$ cat src/hdl/cce_pkg.sv
// package for the compare event unit: register indices, field positions,
// reset values, mode codes and the structs that carry bus and state.
// assumes an apb master with 32-bit data and word-aligned registers.
`default_nettype none
package cce_pkg;
   localparam int ADDR_W = 12;
   localparam int DATA_W = 32;
   localparam int IDX_LSB = 2;
   localparam int IDX_MSB = 9;
   // register indices; byte address is four times the index
   localparam logic [7:0] IDX_INT_CTL = 8'h0B;
   localparam logic [7:0] IDX_FLAGS1 = 8'h0C;
   localparam logic [7:0] IDX_FLAGS2 = 8'h0D;
   localparam logic [7:0] IDX_T1_LO = 8'h0E;
   localparam logic [7:0] IDX_T1_HI = 8'h0F;
   localparam logic [7:0] IDX_T1_CTL = 8'h10;
   localparam logic [7:0] IDX_T2_CNT = 8'h11;
   localparam logic [7:0] IDX_T2_CTL = 8'h12;
   localparam logic [7:0] IDX_CV1_LO = 8'h15;
   localparam logic [7:0] IDX_CV1_HI = 8'h16;
   localparam logic [7:0] IDX_U1_CTL = 8'h17;
   localparam logic [7:0] IDX_CV2_LO = 8'h1B;
   localparam logic [7:0] IDX_CV2_HI = 8'h1C;
   localparam logic [7:0] IDX_U2_CTL = 8'h1D;
   localparam logic [7:0] IDX_EN1 = 8'h8C;
   localparam logic [7:0] IDX_EN2 = 8'h8D;
   localparam logic [7:0] IDX_T2_PER = 8'h92;
   // field positions
   localparam int FLG_T1_OVF = 0;
   localparam int FLG_T2_MATCH = 1;
   localparam int FLG_U1_EVT = 2;
   localparam int INT_GLOBAL = 7;
   localparam int INT_PERIPH = 6;
   localparam int T1_ON = 0;
   localparam int T1_SRC = 1;
   localparam int T1_PS_LSB = 4;
   localparam int T1_PS_MSB = 5;
   localparam int T2_ON = 2;
   localparam int T2_PS_LSB = 0;
   localparam int T2_PS_MSB = 1;
   localparam int MODE_LSB = 0;
   localparam int MODE_MSB = 3;
   // compare modes of the unit control low nibble
   localparam logic [1:0] MODE_CMP_TOP = 2'h2;
   localparam logic [3:0] MODE_SET_HIGH = 4'h8;
   localparam logic [3:0] MODE_SET_LOW = 4'h9;
   localparam logic [3:0] MODE_SOFT_INT = 4'hA;
   localparam logic [3:0] MODE_SPECIAL = 4'hB;
   // prescaler masks, ratio is mask plus one
   localparam logic [3:0] PS_DIV1 = 4'h0;
   localparam logic [3:0] PS_DIV2 = 4'h1;
   localparam logic [3:0] PS_DIV4 = 4'h3;
   localparam logic [3:0] PS_DIV8 = 4'h7;
   localparam logic [3:0] PS_DIV16 = 4'hF;
   localparam logic [15:0] T1_FULL = 16'hFFFF;
   localparam logic [15:0] T1_POWERUP = 16'h0000;
   localparam logic [7:0] T2_PER_RST = 8'hFF;
   localparam logic [7:0] CTL_CLEAR = 8'h00;

   typedef struct packed {
      logic psel;
      logic penable;
      logic pwrite;
      logic [ADDR_W-1:0] paddr;
      logic [DATA_W-1:0] pwdata;
   } cce_apb_req_s;

   typedef struct packed {
      logic [DATA_W-1:0] prdata;
      logic pready;
      logic pslverr;
   } cce_apb_rsp_s;

   typedef struct packed {
      cce_apb_rsp_s rsp;
      logic [7:0] int_ctl;
      logic [7:0] flags1;
      logic [7:0] en1;
      logic flags2;
      logic en2;
      logic [5:0] t1_ctl;
      logic [1:0][15:0] cmp_val;
      logic [1:0][5:0] unit_ctl;
      logic [7:0] t2_cnt;
      logic [7:0] t2_per;
      logic [2:0] t2_ctl;
      logic [1:0] out_latch;
      logic [1:0] prev_match;
      logic ext_prev;
      logic ad_start;
      logic irq;
   } cce_state_s;

   typedef struct packed {
      logic [15:0] count;
   } cce_tmr_s;

   typedef struct packed {
      logic [3:0] cnt;
      logic tick;
   } cce_pre_s;

   localparam cce_state_s STATE_RST = '{default: '0, t2_per: T2_PER_RST};
endpackage
`default_nettype wire

$ cat src/hdl/cce_compare_unit.sv
// compare event unit: two 16-bit compare channels against timer one,
// timer-two time base, flag/enable registers, apb slave.
// assumes an apb master on clk and synchronous count_input/adc_enabled.
//
// Operation
// - compare value continuously matched against timer one
// - match drives output high, low, or unchanged
// - match sets the unit event flag
// - zero control write forces latch low
// - software-interrupt mode: pin untouched, flag set
// - unit one special event resets timer one
// - unit two special event also starts conversion
// - special event reset never sets overflow flag
// - timer-two prescaler divides by 1, 4, 16
// - timer one kept through reset, trigger clears
//
// Implementation choice: the APB interface to the registers.
`default_nettype none
module cce_compare_unit (
   input wire logic clk,
   input wire logic rst_b,
   input wire logic ce,
   input wire cce_pkg::cce_apb_req_s apb_req,
   output var cce_pkg::cce_apb_rsp_s apb_rsp,
   input wire logic count_input,
   input wire logic adc_enabled,
   output logic [1:0] compare_out,
   output logic adc_start,
   output logic periph_irq
);
   import cce_pkg::*;

   logic [1:0] rst_pipe;
   logic rst_sync_b;
   cce_state_s s_reg;
   cce_state_s s_next;
   logic [15:0] t1_count;
   logic t1_tick;
   logic t2_tick;
   logic [7:0] idx;
   logic sel_ok;
   logic bus_done;
   logic bus_wr;
   logic [7:0] wbyte;
   logic [1:0] cmp_mode;
   logic [1:0] hit_eq;
   logic [1:0] evt;
   logic [1:0] special;
   logic t1_clear;
   logic t1_wr_lo;
   logic t1_wr_hi;
   logic t1_run;
   logic t1_ovf;
   logic t2_pre_clr;
   logic [3:0] t1_mask;
   logic [3:0] t2_mask;
   logic [7:0] rd_byte;
   logic rd_hit;

   // reset release through two flops; assertion is still asynchronous
   always_ff @(posedge clk or negedge rst_b) begin
      if (!rst_b) begin
         rst_pipe <= 2'h0;
      end else begin
         rst_pipe <= {rst_pipe[0], 1'b1};
      end
   end
   assign rst_sync_b = rst_pipe[1];

   // bus decode; a transfer completes while our registered pready is high
   assign idx = apb_req.paddr[IDX_MSB:IDX_LSB];
   assign sel_ok = (apb_req.paddr[ADDR_W-1:IDX_MSB+1] == 2'h0) &&
                   (apb_req.paddr[IDX_LSB-1:0] == 2'h0);
   assign bus_done = apb_req.psel && apb_req.penable && s_reg.rsp.pready;
   assign bus_wr = bus_done && apb_req.pwrite && sel_ok;
   assign wbyte = apb_req.pwdata[7:0];

   // per-channel match detection, edge-qualified so it fires once
   for (genvar u = 0; u < 2; u++) begin : g_unit
      assign cmp_mode[u] =
         s_reg.unit_ctl[u][MODE_MSB:MODE_MSB-1] == MODE_CMP_TOP;
      assign hit_eq[u] = cmp_mode[u] &&
         (t1_count == s_reg.cmp_val[u]);
      assign evt[u] = hit_eq[u] && !s_reg.prev_match[u];
      assign special[u] = evt[u] &&
         (s_reg.unit_ctl[u][MODE_MSB:MODE_LSB] == MODE_SPECIAL);
   end

   // timer-one controls; either trigger clears the pair
   assign t1_clear = |special;
   assign t1_wr_lo = bus_wr && (idx == IDX_T1_LO);
   assign t1_wr_hi = bus_wr && (idx == IDX_T1_HI);
   assign t1_run = s_reg.t1_ctl[T1_ON] && (s_reg.t1_ctl[T1_SRC] ?
                   (count_input && !s_reg.ext_prev) : 1'b1);
   // a trigger-caused clear is not a rollover, so no overflow flag
   assign t1_ovf = t1_tick && (t1_count == T1_FULL) && !t1_clear &&
                   !t1_wr_lo && !t1_wr_hi;
   assign t2_pre_clr = bus_wr && ((idx == IDX_T2_CNT) ||
                                  (idx == IDX_T2_CTL));

   // prescale ratio selection
   always_comb begin
      case (s_reg.t1_ctl[T1_PS_MSB:T1_PS_LSB])
         2'h0: t1_mask = PS_DIV1;
         2'h1: t1_mask = PS_DIV2;
         2'h2: t1_mask = PS_DIV4;
         default: t1_mask = PS_DIV8;
      endcase
      case (s_reg.t2_ctl[T2_PS_MSB:T2_PS_LSB])
         2'h0: t2_mask = PS_DIV1;
         2'h1: t2_mask = PS_DIV4;
         default: t2_mask = PS_DIV16;
      endcase
   end

   cce_prescaler u_t1_pre (
      .clk(clk),
      .rst_b(rst_sync_b),
      .ce(ce),
      .run(t1_run),
      .clear(t1_wr_lo || t1_wr_hi),
      .mask(t1_mask),
      .tick(t1_tick)
   );

   cce_prescaler u_t2_pre (
      .clk(clk),
      .rst_b(rst_sync_b),
      .ce(ce),
      .run(s_reg.t2_ctl[T2_ON]),
      .clear(t2_pre_clr),
      .mask(t2_mask),
      .tick(t2_tick)
   );

   cce_timer_one u_t1 (
      .clk(clk),
      .ce(ce),
      .clear(t1_clear),
      .wr_lo(t1_wr_lo),
      .wr_hi(t1_wr_hi),
      .wbyte(wbyte),
      .inc(t1_tick),
      .count(t1_count)
   );

   // read mux; unknown indices answer with pslverr
   always_comb begin
      rd_hit = 1'b1;
      rd_byte = 8'h00;
      case (idx)
         IDX_INT_CTL: rd_byte = s_reg.int_ctl;
         IDX_FLAGS1: rd_byte = s_reg.flags1;
         IDX_FLAGS2: rd_byte = {7'h00, s_reg.flags2};
         IDX_T1_LO: rd_byte = t1_count[7:0];
         IDX_T1_HI: rd_byte = t1_count[15:8];
         IDX_T1_CTL: rd_byte = {2'h0, s_reg.t1_ctl};
         IDX_T2_CNT: rd_byte = s_reg.t2_cnt;
         IDX_T2_CTL: rd_byte = {5'h00, s_reg.t2_ctl};
         IDX_T2_PER: rd_byte = s_reg.t2_per;
         IDX_CV1_LO: rd_byte = s_reg.cmp_val[0][7:0];
         IDX_CV1_HI: rd_byte = s_reg.cmp_val[0][15:8];
         IDX_U1_CTL: rd_byte = {2'h0, s_reg.unit_ctl[0]};
         IDX_CV2_LO: rd_byte = s_reg.cmp_val[1][7:0];
         IDX_CV2_HI: rd_byte = s_reg.cmp_val[1][15:8];
         IDX_U2_CTL: rd_byte = {2'h0, s_reg.unit_ctl[1]};
         IDX_EN1: rd_byte = s_reg.en1;
         IDX_EN2: rd_byte = {7'h00, s_reg.en2};
         default: rd_hit = 1'b0;
      endcase
   end

   // next-state: bus, software writes, then hardware events on top so
   // that a flag set in the same cycle as its clear is never lost
   always_comb begin
      s_next = s_reg;
      s_next.rsp.pready = apb_req.psel && apb_req.penable &&
                          !s_reg.rsp.pready;
      s_next.rsp.pslverr = s_next.rsp.pready && !(rd_hit && sel_ok);
      if (s_next.rsp.pready) begin
         s_next.rsp.prdata = {24'h000000, rd_byte};
      end
      if (bus_wr) begin
         case (idx)
            IDX_INT_CTL: s_next.int_ctl = wbyte;
            IDX_FLAGS1: s_next.flags1 = wbyte;
            IDX_FLAGS2: s_next.flags2 = wbyte[0];
            IDX_T1_CTL: s_next.t1_ctl = wbyte[5:0];
            IDX_T2_CNT: s_next.t2_cnt = wbyte;
            IDX_T2_CTL: s_next.t2_ctl = wbyte[2:0];
            IDX_T2_PER: s_next.t2_per = wbyte;
            IDX_CV1_LO: s_next.cmp_val[0][7:0] = wbyte;
            IDX_CV1_HI: s_next.cmp_val[0][15:8] = wbyte;
            IDX_CV2_LO: s_next.cmp_val[1][7:0] = wbyte;
            IDX_CV2_HI: s_next.cmp_val[1][15:8] = wbyte;
            IDX_U1_CTL: s_next.unit_ctl[0] = wbyte[5:0];
            IDX_U2_CTL: s_next.unit_ctl[1] = wbyte[5:0];
            IDX_EN1: s_next.en1 = wbyte;
            IDX_EN2: s_next.en2 = wbyte[0];
            default: ;
         endcase
      end
      s_next.ext_prev = count_input;
      // timer two: counts to the period, then restarts and flags
      if (t2_tick) begin
         if (s_reg.t2_cnt == s_reg.t2_per) begin
            s_next.t2_cnt = 8'h00;
            s_next.flags1[FLG_T2_MATCH] = 1'b1;
         end else begin
            s_next.t2_cnt = s_reg.t2_cnt + 8'h01;
         end
      end
      if (t1_ovf) begin
         s_next.flags1[FLG_T1_OVF] = 1'b1;
      end
      // compare actions use the mode that stood before any write
      for (int u = 0; u < 2; u++) begin
         s_next.prev_match[u] = hit_eq[u];
         if (evt[u]) begin
            case (s_reg.unit_ctl[u][MODE_MSB:MODE_LSB])
               MODE_SET_HIGH: s_next.out_latch[u] = 1'b1;
               MODE_SET_LOW: s_next.out_latch[u] = 1'b0;
               default: ;
            endcase
         end
      end
      // a zero control write beats a match action of the same cycle,
      // so software can always park the latch low
      if (bus_wr && (wbyte == CTL_CLEAR)) begin
         if (idx == IDX_U1_CTL) begin
            s_next.out_latch[0] = 1'b0;
         end
         if (idx == IDX_U2_CTL) begin
            s_next.out_latch[1] = 1'b0;
         end
      end
      if (evt[0]) begin
         s_next.flags1[FLG_U1_EVT] = 1'b1;
      end
      if (evt[1]) begin
         s_next.flags2 = 1'b1;
      end
      s_next.ad_start = special[1] && adc_enabled;
      s_next.irq = s_reg.int_ctl[INT_GLOBAL] &&
                   s_reg.int_ctl[INT_PERIPH] &&
                   ((|(s_reg.flags1 & s_reg.en1)) ||
                    (s_reg.flags2 && s_reg.en2));
   end

   always_ff @(posedge clk or negedge rst_sync_b) begin
      if (!rst_sync_b) begin
         s_reg <= STATE_RST;
      end else if (ce) begin
         s_reg <= s_next;
      end
   end

   assign apb_rsp = s_reg.rsp;
   assign compare_out = s_reg.out_latch;
   assign adc_start = s_reg.ad_start;
   assign periph_irq = s_reg.irq;
endmodule
`default_nettype wire

$ cat src/hdl/cce_prescaler.sv
// clock prescaler: one-cycle tick every (mask + 1) enabled cycles.
// assumes the caller's reset is already synchronous to clk.
`default_nettype none
module cce_prescaler (
   input wire logic clk,
   input wire logic rst_b,
   input wire logic ce,
   input wire logic run,
   input wire logic clear,
   input wire logic [3:0] mask,
   output logic tick
);
   import cce_pkg::*;
   cce_pre_s p_reg;
   cce_pre_s p_next;

   // a clear restarts the ratio so a timer write begins a full period
   always_comb begin
      p_next = p_reg;
      p_next.tick = run && !clear && ((p_reg.cnt & mask) == mask);
      if (clear) begin
         p_next.cnt = 4'h0;
      end else if (run) begin
         p_next.cnt = p_reg.cnt + 4'h1;
      end
   end

   always_ff @(posedge clk or negedge rst_b) begin
      if (!rst_b) begin
         p_reg <= '0;
      end else if (ce) begin
         p_reg <= p_next;
      end
   end

   assign tick = p_reg.tick;
endmodule
`default_nettype wire

$ cat src/hdl/cce_timer_one.sv
// 16-bit timer-one count pair, deliberately without any reset input.
// assumes clear, byte writes and increment are one-cycle pulses.
`default_nettype none
module cce_timer_one (
   input wire logic clk,
   input wire logic ce,
   input wire logic clear,
   input wire logic wr_lo,
   input wire logic wr_hi,
   input wire logic [7:0] wbyte,
   input wire logic inc,
   output logic [15:0] count
);
   import cce_pkg::*;
   // power-up content is arbitrary in silicon; zero keeps simulation clean
   cce_tmr_s t_reg = '{count: T1_POWERUP};
   cce_tmr_s t_next;

   // trigger clear beats a software write, a write beats the increment
   always_comb begin
      t_next = t_reg;
      if (clear) begin
         t_next.count = '0;
      end else if (wr_lo) begin
         t_next.count = {t_reg.count[15:8], wbyte};
      end else if (wr_hi) begin
         t_next.count = {wbyte, t_reg.count[7:0]};
      end else if (inc) begin
         t_next.count = t_reg.count + 16'h0001;
      end
   end

   // no reset on purpose: the count survives every reset
   always_ff @(posedge clk) begin
      if (ce) begin
         t_reg <= t_next;
      end
   end

   assign count = t_reg.count;
endmodule
`default_nettype wire

$ cat config.mk
export PLATFORM = sky130hd
export DESIGN_NAME = cce_compare_unit
export DESIGN_NICKNAME = d
export VERILOG_FILES = /design/src/hdl/cce_pkg.sv /design/src/hdl/cce_compare_unit.sv /design/src/hdl/cce_prescaler.sv /design/src/hdl/cce_timer_one.sv
export SDC_FILE = /design/constraint.sdc
export NUM_CORES = 1
export LEC_CHECK = 0
export BUFFER_PORTS_ARGS = -buffer_cell sky130_fd_sc_hd__buf_2
export CELL_PAD_IN_SITES_DETAIL_PLACEMENT = 0
export CELL_PAD_IN_SITES_GLOBAL_PLACEMENT = 1
export CORE_AREA = 2 2 137 139
export DETAILED_ROUTE_END_ITERATION = 16
export DIE_AREA = 0 0 139 141
export PLACE_DENSITY = 0.86
export SYNTH_ARGS = -nofsm -noshare
export SYNTH_HDL_FRONTEND = slang
export SYNTH_SLANG_ARGS = --single-unit
$ cat constraint.sdc
create_clock -name clk -period 4.9 [get_ports clk]
set_input_delay 0.735 -clock clk [delete_from_list [all_inputs] [get_ports clk]]
set_output_delay 0.735 -clock clk [all_outputs]
set_load 0.03 [all_outputs]
==> results.md <==
* Final period util at 66.7%
* HPWL after DPL at 17700 um
* Critical Path Slowest Stage Cell: o32ai_1
* # diodes at 0
* WP buf/inv at 0
* Max Cap Violations at 0
* Row count at 50
* Worst EP arrival at around 3.4 ns
* Nets@finish at 894
* Overall power at 2800 uW
* Leakage at between 0.004 and 0.005 uW
* Hold Buf Count CTS at 0
* Top-area cell type share of the netlist area at roughly a third
* Vias in the first global route at 6350
* Overflow after GRT at 0
* CORE AREA at 18300 um2
* Peak VDD IR at around 0.24 mV
* Layout Skew at 0.0105 ns
* Status: finished, final reports clean
* Drt drc at 0
* YS warnings at 0
* Detailed Route WL at 25400 um
* CTS tree: yes
* Top Ports at 90
* Routed vias at ~6.8k
* Fin crit period at between 3 and 4 ns
* Layout cell share with drive strength beyond 1 at 23.9%
* Clock root buffer: clkbuf_16
* DR iter-0 viols at 877
* Largest area contributor in the netlist: dfrtp_1
* RePlAce Congestion at 0.994
* Initial core utilization at between 40% and 50%
* Vias per cell at 6.27
* WL/cell at 23.4 um
* Largest net degree at the start of global routing at 73
* Achievable Freq at 306 MHz
* Part of the Yosys area used for sequential elements at a little over two fifths
* PortBufs at 41
* CP max FO at 9
* DR pass1 iterations at 6
* Reg clk slew, reported paths at ~0.06 ns
* Crit. End Element: flop
* Syn Area/Cell at 10.1 um2
* Power Density at between 300 and 400 nW/um2
* H-tree depth at 4
* # clock sinks at about 140
* Critical Path RT at 5.00 ns
* Post-CTS setup buffer count at 0
* Mapped cell area at ~8400 um2
* Leading cell type in the layout, fill and taps excluded: dfrtp_1
* Startpoint types: flop
* Ranking of synthesized cells by area: dfrtp_1 34%, mux2_2 10%, edfxtp_1 5.7%, buf_4 3.3%, o21ai_0 3.0%
* Die Y at 141 um
* Max Root-Sink Buffers at 2
* CTS-repair resized insts at 0
* Worst path max stage delay at 0.60 ns
* Ys async rst share at 88.5%
* RSZ-0062 raised after global routing: no
* Slew HR at between 20 and 30%
* Gate Count Post-Synth at 833
* FF+latch count, synth at between 100 and 150
* Ys flop type: dfrtp_1
* Post-synth EDFFs at 16
* Most frequent cells in the layout: 114 x dfrtp_1, 78 x mux2_2, 54 x nand2_1
* Crit path cell chain: xor2_1 > nor4_1 > nand4_1 > o32ai_1 > or2_1 > o21a_1
* Routed Antenna Nets at 0
* Total GRT Usage at 26.1%
* Worst slew pin tran at 1.06 ns
* HP Class: in2async
* CP top delay family: simple AND/OR/NAND/NOR gates
* Clock insertion delay at the later pin of the skew report at 0.44 ns
* Initial antenna violation count at 0
* Critical path class: reg2reg
* Die Area at about 20000 um2
* Die width at 139 um
* Max FFs per register at 98
* Fin. Hold Viols at 0
* Yosys cell types at 81
* Area Overhead vs Synth at 9.72%
* Fin Setup TNS at 0 ns
* Final Setup Violations at 0
* Slew Limit Fails at 0
* TritonCTS buffer count at 17
* First-pass GRT wire length at 38400 um
## path summary, 6_finish.rpt
check                              startpoint            end  slack [ns]  cells after the start
worst max-delay path            u_t1.count[3]  u_t1.count[0]        1.63                      6
worst min-delay path                    rst_b    rst_pipe[1]        0.07                      1
worst max register to register  u_t1.count[3]  u_t1.count[0]        1.63                      6
worst min register to register    rst_pipe[0]    rst_pipe[1]        0.36                      0
max in group asynchronous         rst_pipe[1]      s_reg[57]        3.25                      1
min in group clk                  rst_pipe[0]    rst_pipe[1]        0.36                      0
## cells by family after synthesis
logic type,share of synthesized area [%]
XOR/XNOR,5.53
adder cells (fa/ha/maj),0.596
AND/OR/NAND/NOR,17.7
other,0.0895
buffers and inverters,6.96
multiplexers,13.0
flip-flops,42.5
AO/OA/AOI/OAI,13.7
## through the flow
step	instance area (um2)	std cells	util (%)	worst slack [ns]	hold WS [ns]
final	9210	1085	50.4	1.63	0.0700
after global routing	9210	1085	50.4	1.43	0.0615
after floorplan	8480	856	-	1.23	0.331
after detailed placement	8580	1053	47.0	1.52	0.345
after global placement	8580	1053	47.0	1.58	0.338
after CTS	9210	1085	50.4	1.67	0.0534
## Yosys cell counts, types with 4 or more instances
library cell  instances
ha_1                  4
a22oi_1              20
a31oi_1               8
buf_2                 7
dfstp_2               8
nand3b_1              5
mux2_2               78
a211oi_1             11
nor4_1                8
nor2_1               49
o21ai_0              50
inv_1                22
nor3b_1               6
o2bb2ai_1             4
a21oi_1              25
clkbuf_1             42
edfxtp_1             16
mux2i_1              11
a21o_1                4
a32oi_1               9
mux2_4                6
xor2_1               26
a2111oi_0             4
nand4_1              18
nor3_4                6
nand2b_1              5
a221oi_1              7
nor2b_1              10
and2_1                4
and3_1               15
dfrtp_1             115
buf_4                37
nand3_1              32
xnor2_1              27
nand2_1              54
nor3_1               14
## layer usage
| layer | up-vias | part of all wire, % | GRT usage [%] |
|---|---|---|---|
| met2 | 401 | 45 | 38.9 |
| met1 | 3337 | 42 | 36.6 |
| met4 | 0 | 3.7 | 10.8 |
| met5 | - | 0 | 0 |
| met3 | 66 | 9.6 | 6.39 |
| li1 | 3002 | - | - |
## cell type report
cell class | count | area, um2
well taps | 234 | 293
clock inverters | 13 | 164
multi-input cells | 603 | 4330
flip-flops and latches | 139 | 3570
clock buffers | 19 | 464
inverters | 23 | 86.3
repair buffers | 54 | 303
fillers | 1691 | 9060
## worst register-to-register path, delay by kind of cell, from the launching register on
kind             cells  cell delay (ns)
AO/OA/AOI/OAI        2             1.01
XOR/XNOR             1             0.23
flip-flops           1             0.58
AND/OR/NAND/NOR      3             1.11
## power by group
part	internal, uW	total, uW	switching [uW]
Clock	845	1380	530
Combinational	52.9	210	157
Sequential	1190	1210	28.6
Note: power is estimated with default switching activity, not from simulation.
